**src/hw/smca_consts.svh**
```systemverilog
`ifndef SMCA_CONSTS_SVH
`define SMCA_CONSTS_SVH
`define SMCA_MODE_SPD_TRQ 16'h0003
`define SMCA_MODE_TRQ_POS 16'h0005
`define SMCA_ZERO_SPEED 16'h0032
`define SMCA_BUS_UV_LIMIT 16'h00C8
`define SMCA_PFAIL_MS 60
`define SMCA_CLK_MHZ 50
`define SMCA_PFAIL_CYC (`SMCA_PFAIL_MS * 1000 * `SMCA_CLK_MHZ)
`define SMCA_AL_NONE 8'h00
`define SMCA_AL_UV 8'h10
`define SMCA_AL_OC 8'h32
`define SMCA_AL_OL1 8'h50
`define SMCA_AL_OL2 8'h51
`endif

```
**src/hw/smca_pkg.sv**
```systemverilog
package smca_pkg;
    typedef enum logic [1:0] {SMCA_SPEED, SMCA_TORQUE, SMCA_POSITION} smca_loop_t;
endpackage

```
**src/hw/smca_ctrl.sv**
```systemverilog
`timescale 1ns/100ps
`include "smca_consts.svh"
// control mode change and alarm handling
module smca_ctrl (
    // clock and reset
    input wire logic I_CORE_CLK,
    input wire logic I_RSTN,
    // configuration
    input wire logic [15:0] I_CTRL_MODE_PARAM,
    input wire logic I_INCREMENTAL,
    input wire logic [15:0] I_ACC_STEP,
    input wire logic [15:0] I_DEC_STEP,
    input wire logic signed [15:0] I_INT_SPEED_CMD1,
    input wire logic [15:0] I_INT_SPEED_LIM1,
    // contact inputs
    input wire logic I_CONTROL_MODE_SELECT,
    input wire logic I_SPEED_SELECT_BIT0,
    input wire logic I_FORWARD_START_INPUT,
    input wire logic I_REVERSE_START_INPUT,
    input wire logic I_ALARM_CLEAR_INPUT,
    input wire logic I_SERVO_ON_INPUT,
    // analog references and measurements
    input wire logic signed [15:0] I_ANALOG_SPEED_REFERENCE,
    input wire logic [15:0] I_ANALOG_SPEED_LIMIT,
    input wire logic signed [15:0] I_MEAS_SPEED,
    input wire logic [15:0] I_BUS_VOLTAGE,
    // alarm causes, and the set key that requests an alarm reset
    input wire logic I_CTRL_POWER_OK,
    input wire logic I_OVERCURRENT,
    input wire logic I_OVERLOAD1,
    input wire logic I_OVERLOAD2,
    input wire logic I_SET_KEY,
    // home return finished by the position sequencer
    input wire logic I_HOME_RETURN_DONE,
    // droop counter
    input wire logic I_DROOP_INC,
    input wire logic I_DROOP_DEC,
    // outputs
    output smca_pkg::smca_loop_t O_ACTIVE_LOOP,
    output logic signed [15:0] O_SPEED_CMD,
    output logic [15:0] O_SPEED_LIM,
    output logic O_BASE_DRIVE_EN,
    output logic O_ALARM,
    output logic [7:0] O_ALARM_CODE,
    output logic O_HOME_VALID,
    output logic O_ZERO_SPEED_FLAG,
    output logic O_SPEED_LIMIT_REACHED,
    output logic [31:0] O_DROOP_COUNT
);
    import smca_pkg::*;

    // sampled contacts
    logic [5:0] cont;
    logic sel, sp1, st1, st2, clr, servo_on_input;
    smca_sync u_sync (
        .i_clk(I_CORE_CLK),
        .i_rstn(I_RSTN),
        .i_raw({I_SERVO_ON_INPUT, I_ALARM_CLEAR_INPUT, I_REVERSE_START_INPUT,
                I_FORWARD_START_INPUT, I_SPEED_SELECT_BIT0, I_CONTROL_MODE_SELECT}),
        .o_sync(cont)
    );
    assign {servo_on_input, clr, st2, st1, sp1, sel} = cont;

    // zero-speed flag from measured speed magnitude
    logic [15:0] abs_speed;
    logic zero_speed;
    assign abs_speed = I_MEAS_SPEED[15] ? 16'(-I_MEAS_SPEED) : I_MEAS_SPEED;
    assign zero_speed = (abs_speed <= `SMCA_ZERO_SPEED);

    // mode decoding
    logic mode_st, mode_tp;
    assign mode_st = (I_CTRL_MODE_PARAM == `SMCA_MODE_SPD_TRQ);
    assign mode_tp = (I_CTRL_MODE_PARAM == `SMCA_MODE_TRQ_POS);

    function automatic smca_loop_t loop_of(input logic st, input logic s);
        if (st) begin
            return s ? SMCA_TORQUE : SMCA_SPEED;
        end
        return s ? SMCA_POSITION : SMCA_TORQUE;
    endfunction

    // select edge handling and loop choice
    logic sel_prev_ff;
    smca_loop_t loop_ff, nxt_loop;
    logic sel_edge, accept;
    assign sel_edge = (sel != sel_prev_ff);
    // in torque/position mode a toggle outside zero speed is dropped for good, since only the edge acts
    assign accept = sel_edge && (mode_st || zero_speed);
    always_comb begin
        if (!(mode_st || mode_tp)) begin
            nxt_loop = SMCA_SPEED;
        end else if (accept) begin
            nxt_loop = loop_of(mode_st, sel);
        end else if (mode_st && !(loop_ff inside {SMCA_SPEED, SMCA_TORQUE})) begin
            nxt_loop = loop_of(1'b1, sel);
        end else if (mode_tp && loop_ff == SMCA_SPEED) begin
            nxt_loop = loop_of(1'b0, sel);
        end else begin
            nxt_loop = loop_ff;
        end
    end
    always_ff @(posedge I_CORE_CLK) begin
        if (!I_RSTN) begin
            sel_prev_ff <= 1'b0;
            loop_ff <= SMCA_SPEED;
        end else begin
            sel_prev_ff <= sel;
            loop_ff <= nxt_loop;
        end
    end
    assign O_ACTIVE_LOOP = loop_ff;

    // droop pulse counter, cleared when leaving position control
    logic [31:0] droop_ff;
    logic droop_clr;
    assign droop_clr = (loop_ff == SMCA_POSITION) && (nxt_loop == SMCA_TORQUE);
    always_ff @(posedge I_CORE_CLK) begin
        if (!I_RSTN) begin
            droop_ff <= 32'h0000_0000;
        end else if (droop_clr || loop_ff != SMCA_POSITION) begin
            droop_ff <= 32'h0000_0000;
        end else if (I_DROOP_INC && !I_DROOP_DEC) begin
            droop_ff <= droop_ff + 32'h0000_0001;
        end else if (I_DROOP_DEC && !I_DROOP_INC) begin
            droop_ff <= droop_ff - 32'h0000_0001;
        end
    end
    assign O_DROOP_COUNT = droop_ff;

    // alarm causes
    logic [31:0] pfail_cnt_ff;
    logic pfail_long_ff, pwr_prev_ff, uv_cond;
    always_ff @(posedge I_CORE_CLK) begin
        if (!I_RSTN) begin
            pfail_cnt_ff <= 32'h0000_0000;
            pfail_long_ff <= 1'b0;
            pwr_prev_ff <= 1'b1;
        end else begin
            pwr_prev_ff <= I_CTRL_POWER_OK;
            if (I_CTRL_POWER_OK) begin
                pfail_cnt_ff <= 32'h0000_0000;
                if (pwr_prev_ff) begin
                    pfail_long_ff <= 1'b0;
                end
            end else if (pfail_cnt_ff < 32'(`SMCA_PFAIL_CYC)) begin
                pfail_cnt_ff <= pfail_cnt_ff + 32'h0000_0001;
            end else begin
                pfail_long_ff <= 1'b1;
            end
        end
    end
    // undervoltage on return after long loss, or low bus
    assign uv_cond = (I_CTRL_POWER_OK && !pwr_prev_ff && pfail_long_ff)
        || (I_BUS_VOLTAGE <= `SMCA_BUS_UV_LIMIT);

    logic cause_any;
    logic [7:0] new_code;
    assign cause_any = uv_cond || I_OVERCURRENT || I_OVERLOAD1 || I_OVERLOAD2;
    assign new_code = uv_cond ? `SMCA_AL_UV :
        I_OVERCURRENT ? `SMCA_AL_OC :
        I_OVERLOAD1 ? `SMCA_AL_OL1 :
        I_OVERLOAD2 ? `SMCA_AL_OL2 : `SMCA_AL_NONE;
    // cause still present for the latched code
    logic cause_held;
    always_comb begin
        unique case (O_ALARM_CODE)
            `SMCA_AL_OC: cause_held = I_OVERCURRENT;
            `SMCA_AL_OL1: cause_held = I_OVERLOAD1;
            `SMCA_AL_OL2: cause_held = I_OVERLOAD2;
            `SMCA_AL_UV: cause_held = (I_BUS_VOLTAGE <= `SMCA_BUS_UV_LIMIT);
            default: cause_held = 1'b0;
        endcase
    end

    // reset requests: clear input rising edge, set key, or power returning after a short loss
    logic clr_prev_ff, reset_req;
    assign reset_req = (clr && !clr_prev_ff) || I_SET_KEY
        || (I_CTRL_POWER_OK && !pwr_prev_ff && !pfail_long_ff);

    logic alarm_ff;
    logic [7:0] code_ff;
    always_ff @(posedge I_CORE_CLK) begin
        if (!I_RSTN) begin
            alarm_ff <= 1'b0;
            code_ff <= `SMCA_AL_NONE;
            clr_prev_ff <= 1'b0;
        end else begin
            clr_prev_ff <= clr;
            if (!alarm_ff && cause_any) begin
                alarm_ff <= 1'b1;
                code_ff <= new_code;
            end else if (alarm_ff && reset_req && !cause_held && !cause_any) begin
                alarm_ff <= 1'b0;
                code_ff <= `SMCA_AL_NONE;
            end
        end
    end
    assign O_ALARM = alarm_ff;
    assign O_ALARM_CODE = code_ff;

    // base drive cut combinationally the moment a cause appears
    assign O_BASE_DRIVE_EN = servo_on_input && !alarm_ff && !cause_any;

    // home position invalidated by any alarm in incremental position control
    logic home_ff;
    logic home_lost;
    assign home_lost = (cause_any || alarm_ff) && I_INCREMENTAL && loop_ff == SMCA_POSITION;
    // loss wins over a home return reported in the same cycle
    always_ff @(posedge I_CORE_CLK) begin
        if (!I_RSTN) begin
            home_ff <= 1'b0;
        end else if (home_lost) begin
            home_ff <= 1'b0;
        end else if (I_HOME_RETURN_DONE && loop_ff == SMCA_POSITION) begin
            home_ff <= 1'b1;
        end
    end
    assign O_HOME_VALID = home_ff;

    // speed reference and limit selection
    logic signed [15:0] target;
    logic run;
    assign run = (st1 ^ st2) && O_BASE_DRIVE_EN;  // both or neither released: stop
    assign target = (loop_ff != SMCA_SPEED || !run) ? 16'sh0000 :
        (sp1 ? I_INT_SPEED_CMD1 : I_ANALOG_SPEED_REFERENCE);
    smca_ramp u_ramp (
        .i_clk(I_CORE_CLK),
        .i_rstn(I_RSTN),
        .i_target(target),
        .i_acc_step(I_ACC_STEP),
        .i_dec_step(I_DEC_STEP),
        .o_ramp(O_SPEED_CMD)
    );
    logic [15:0] lim_sel;
    assign lim_sel = sp1 ? I_INT_SPEED_LIM1 : I_ANALOG_SPEED_LIMIT;
    logic [15:0] lim_ff;
    logic reached_ff;
    always_ff @(posedge I_CORE_CLK) begin
        if (!I_RSTN) begin
            lim_ff <= 16'h0000;
            reached_ff <= 1'b0;
        end else begin
            lim_ff <= lim_sel;
            reached_ff <= (loop_ff == SMCA_TORQUE) && (abs_speed >= lim_sel);
        end
    end
    assign O_SPEED_LIM = lim_ff;
    assign O_SPEED_LIMIT_REACHED = reached_ff;
    assign O_ZERO_SPEED_FLAG = zero_speed;

    // assertions
    a_base_drive_off: assert property (@(posedge I_CORE_CLK) disable iff (!I_RSTN)
        O_ALARM |-> !O_BASE_DRIVE_EN) else $error("base drive on during alarm");
    a_tp_no_move: assert property (@(posedge I_CORE_CLK) disable iff (!I_RSTN)
        (mode_tp && !zero_speed && $past(mode_tp)) |=> $stable(loop_ff) || !$past(mode_tp))
        else $error("loop changed above zero speed");
    a_st_follow: assert property (@(posedge I_CORE_CLK) disable iff (!I_RSTN)
        (mode_st && sel_edge) |=> loop_ff == (sel_prev_ff ? SMCA_TORQUE : SMCA_SPEED))
        else $error("speed/torque change not applied");
    a_droop_clear: assert property (@(posedge I_CORE_CLK) disable iff (!I_RSTN)
        droop_clr |=> droop_ff == 32'h0000_0000) else $error("droop not cleared");
    a_cause_blocks: assert property (@(posedge I_CORE_CLK) disable iff (!I_RSTN)
        (alarm_ff && cause_held) |=> alarm_ff) else $error("alarm cleared with cause");
    a_oc_code: assert property (@(posedge I_CORE_CLK) disable iff (!I_RSTN)
        (!alarm_ff && I_OVERCURRENT && !uv_cond) |=> code_ff == `SMCA_AL_OC)
        else $error("wrong overcurrent code");
    a_alarm_set: assert property (@(posedge I_CORE_CLK) disable iff (!I_RSTN)
        cause_any |=> alarm_ff) else $error("alarm not raised");
    a_home_lost: assert property (@(posedge I_CORE_CLK) disable iff (!I_RSTN)
        (alarm_ff && I_INCREMENTAL && loop_ff == SMCA_POSITION) |=> !home_ff)
        else $error("home kept after alarm");
    a_home_needs_done: assert property (@(posedge I_CORE_CLK) disable iff (!I_RSTN)
        (!home_ff && !I_HOME_RETURN_DONE) |=> !home_ff)
        else $error("home set without home return");
endmodule // smca_ctrl

```
**src/hw/smca_ramp.sv**
```systemverilog
`timescale 1ns/100ps
// speed reference ramp limited by acceleration and deceleration steps
module smca_ramp (
    // clock and reset
    input wire logic i_clk,
    input wire logic i_rstn,
    // target and rates
    input wire logic signed [15:0] i_target,
    input wire logic [15:0] i_acc_step,
    input wire logic [15:0] i_dec_step,
    // ramped output
    output logic signed [15:0] o_ramp
);
    logic signed [15:0] ramp_ff;
    logic signed [16:0] diff;
    logic signed [16:0] acc_s;
    logic signed [16:0] dec_s;
    logic signed [15:0] nxt_ramp;
    logic away;
    assign diff = 17'(i_target) - 17'(ramp_ff);
    assign acc_s = 17'({1'b0, i_acc_step});
    assign dec_s = 17'({1'b0, i_dec_step});
    // moving away from zero accelerates, toward zero decelerates
    assign away = (diff > 0) ? (ramp_ff >= 0) : (ramp_ff <= 0);
    always_comb begin
        if (diff > 0) begin
            nxt_ramp = (diff > (away ? acc_s : dec_s)) ?
                16'(ramp_ff + (away ? acc_s : dec_s)) : i_target;
        end else if (diff < 0) begin
            nxt_ramp = (-diff > (away ? acc_s : dec_s)) ?
                16'(ramp_ff - (away ? acc_s : dec_s)) : i_target;
        end else begin
            nxt_ramp = ramp_ff;
        end
    end
    always_ff @(posedge i_clk) begin
        if (!i_rstn) begin
            ramp_ff <= 16'sh0000;
        end else begin
            ramp_ff <= nxt_ramp;
        end
    end
    assign o_ramp = ramp_ff;
endmodule // smca_ramp

```
**src/hw/smca_sync.sv**
```systemverilog
`timescale 1ns/100ps
// two-stage sampler for a group of contact inputs
module smca_sync (
    // clock and reset
    input wire logic i_clk,
    input wire logic i_rstn,
    // raw and sampled contacts
    input wire logic [5:0] i_raw,
    output logic [5:0] o_sync
);
    logic [5:0] meta_ff;
    logic [5:0] sync_ff;
    // first stage feeds only the second
    always_ff @(posedge i_clk) begin
        if (!i_rstn) begin
            meta_ff <= 6'h00;
            sync_ff <= 6'h00;
        end else begin
            meta_ff <= i_raw;
            sync_ff <= meta_ff;
        end
    end
    assign o_sync = sync_ff;
endmodule // smca_sync

```
**config.mk**
```make
export PLATFORM = sky130hd
export DESIGN_NAME = smca_ctrl
export DESIGN_NICKNAME = d
export VERILOG_FILES = /design/src/hw/smca_pkg.sv /design/src/hw/smca_ctrl.sv /design/src/hw/smca_ramp.sv /design/src/hw/smca_sync.sv
export VERILOG_INCLUDE_DIRS = /design/src /design/src/hw
export SDC_FILE = /design/constraint.sdc
export NUM_CORES = 1
export LEC_CHECK = 0
export BUFFER_PORTS_ARGS = -buffer_cell sky130_fd_sc_hd__clkbuf_2
export CELL_PAD_IN_SITES_DETAIL_PLACEMENT = 1
export CELL_PAD_IN_SITES_GLOBAL_PLACEMENT = 2
export CORE_ASPECT_RATIO = 0.6
export CORE_MARGIN = 2
export CORE_UTILIZATION = 32
export DETAILED_ROUTE_END_ITERATION = 8
export PLACE_DENSITY_LB_ADDON = 0.1
export SYNTH_ARGS = -nofsm -noshare
export SYNTH_HDL_FRONTEND = slang
export SYNTH_SLANG_ARGS = --single-unit
```
**constraint.sdc**
```tcl
create_clock -name I_CORE_CLK -period 9.95 [get_ports I_CORE_CLK]
set_input_delay 0.4975 -clock I_CORE_CLK [delete_from_list [all_inputs] [get_ports I_CORE_CLK]]
set_output_delay 0.4975 -clock I_CORE_CLK [all_outputs]
set_load 0.02 [all_outputs]
```
==> qor.yml <==
status: "completed"
syn2layout_area_growth_pct: 22.1
numCtsBuffers: 17
multi_input_area_um2: 7850
synth_flop_cell: "dfxtp_1"
yosysSeqAreaShare_pct: 22.6
n_antenna_cell: 0
cts_max_path_buffers: 2
grt.total_usage_pct: 22.1
wl_per_cell_um: 19.2
required_ns: 10.27
wl_mm: 39.0
cts_tree: "done"
avgSynthCellArea_um2: 8.08
numClockSinks: 121
grt_pass1_wl_mm: 60.5
fp.dieW_um: 240
hold_viol: 0
slew_headroom_pct: 46.2
p_per_area_nw_per_um2: 407
power.leakage_nw: 5.99
critical_path_class: "in2reg"
max_cap_viol_count: 0
cts_root_buf: "clkbuf_16"
yosys_warnings: 0
h-tree-depth: 4
synth_cells: 1329
whs_ns: 0.285
critPathLaunchType: "input pin"
crit_slowest_cell: "or3b_2"
crit_fanout: 16
use_met2_pct: 30.8
clock.fmax_mhz: 106
endpoint_kind: "flop"
setup_viol: 0
crit_family: "simple AND/OR/NAND/NOR gates"
postCtsHoldBufs: 0
drt_iter0_drc: 526
initial_core_util_pct: 32.8
gr-total-overflow: 0
via_count: 10463
r2r_slack_ns: 0.57
yosysMostFrequentCell: "nor2_1"
arrival_ns: 9.77
hp-class: "in2reg"
clk_latency_ns: 0.44
syn-cell-area_um2: 10700
fin_crit_sh_pct: 94.9
min_period_ns: 9.45
drive_gt1_share_pct: 20.6
layout.cells.non_filler: 2035
postRouteAntennaNets: 0
viasPerCell: 5.14
async_reset_ff_share_pct: 0
nFillCells: 4035
peakVddDrop_v: 0.000225
worst_slack_ns: 0.503
synth_commonest_cells: "148 x nor2_1, 126 x ha_1, 121 x dfxtp_1"
synth_top_area_cell: "dfxtp_1"
grt_max_degree: 58
synth_seq_cells: 121
gr-usage-met1_pct: 34.4
dp_cells: 2003
startpoint: "I_BUS_VOLTAGE[1]"
max_stage_delay_ns: 0.57
synth_top_area_share_pct: 22.6
firstDrtPassIters: 5
yosysUniqueCellTypes: 77
synth.area.top_cells: "dfxtp_1 23%, ha_1 15%, xnor2_1 6.4%"
port_buffers: 236
first_global_vias: 10290
place_ws_ns: 0.0992
core-area_um2: 32700
setup_tns_ns: 0
hold_start: "I_CONTROL_MODE_SELECT"
ff_latch_area_um2: 2420
nets: 1863
use_met3_pct: 4.69
critPathBufInv: 5
grt_setup_unrepaired: "no"
antenna_found_initial: 0
num_io_pins: 240
rr_startpoint: "pwr_prev_ff"
die_y_um: 146
drc: 0
hpwl_mm: 32.3
slew_violations: 0
gp_congestion: 0.849
clk_pin_slew_worst_paths_ns: 0.06
top_usage_layer: "met1"
synth-edff-count: 0
std_cell_rows: 51
finClkSkew_ns: 0.0103
worstMarginPinSlew_ns: 0.799
die_area_um2: 35100
[area by class of cell]
cell class | count | area share (%)
Inverter | 78 | 2.23
Tap cell | 450 | 4.29
Clock buffer | 17 | 3.24
Sequential cell | 121 | 18.5
Clock inverter | 15 | 1.16
Multi-Input combinational cell | 1088 | 59.8
Timing Repair Buffer | 266 | 10.7
[kinds of logic after synthesis]
family          after synthesis  synth area share [%]
buf+inv                     122                  4.45
mux                          69                  6.57
xor+xnor                    121                  10.1
simple gates                439                  20.4
compound gates              322                  20.1
flops                       121                  22.6
fa+ha+maj                   134                  15.8
other cells                   1                0.0349
[worst register-to-register path, delay by kind of cell, from the launching register on]
| kind | cells | cell delay (ns) |
|---|---|---|
| buffers and inverters | 4 | 0.90 |
| AO/OA/AOI/OAI | 9 | 2.69 |
| XOR/XNOR | 2 | 0.43 |
| flip-flops | 1 | 0.33 |
| AND/OR/NAND/NOR | 13 | 3.94 |
| multiplexers | 1 | 0.13 |
| adder cells (fa/ha/maj) | 3 | 0.84 |
[flip-flops by register name, indices dropped and copies added, names as in the netlist]
register               flops
O_SPEED_LIM               16
pfail_long_ff              1
pfail_cnt_ff              32
u_ramp.o_ramp             16
u_sync.o_sync              6
clr_prev_ff                1
u_sync.meta_ff             6
O_ALARM_CODE               4
sel_prev_ff                1
pwr_prev_ff                1
O_DROOP_COUNT             32
O_HOME_VALID               1
O_ALARM                    1
O_SPEED_LIMIT_REACHED      1
O_ACTIVE_LOOP              2
[layout by cell type, fill, tap and decap left out, drive strengths merged, types with 28 or more instances in the layout]
cell    Yosys  layout
buf        12      30
clkbuf     32     253
o21ai      44      44
a21o       36      36
nand3      31      31
ha        126     126
dfxtp     121     121
a21oi     101     101
xor2       40      40
nor3       28      28
mux2i      60      60
nand2      73      73
nor2      148     148
inv        77      87
xnor2      79      79
and2       31      31
nor2b      36      36
[worst paths after layout]
path                            end  cells after the start
setup reg to reg   u_ramp.o_ramp[0]                     32
hold / removal    u_sync.meta_ff[0]                      2
setup / recovery   u_ramp.o_ramp[0]                     33
hold reg to reg    u_sync.o_sync[2]                      1
[where the power goes]
| group | switching [W] | total, W | internal, W | leakage, nW |
|---|---|---|---|---|
| registers | 0.0000536 | 0.000572 | 0.000518 | 0.985 |
| clock network | 0.000272 | 0.000624 | 0.000353 | 0.279 |
| logic | 0.00247 | 0.00414 | 0.00168 | 4.73 |
| total | 0.00279 | 0.00534 | 0.00255 | 5.99 |
[stage by stage]
step	power (W)	cell area [µm²]	util, %
floorplan	0.00334	10700	-
global placement	0.00456	12500	38.3
detailed placement	0.00461	12500	38.3
CTS	0.00528	13100	40.0
global route	0.00576	13100	40.0
finish	0.00534	13100	40.0
[timing repair]
action / 4_1_cts / 5_1_grt
resized for setup: 0 / 2
endpoints found under the setup margin: 0 / 2
buffers inserted: 0 / 0
[metal layers]
| layer | part of all wire, % | vias up |
|---|---|---|
| met5 | 0 | - |
| met4 | 0.94 | 0 |
| met3 | 4.7 | 23 |
| met2 | 40 | 172 |
| met1 | 55 | 5014 |
| li1 | - | 5254 |
Power figures use the tool's default switching activity.
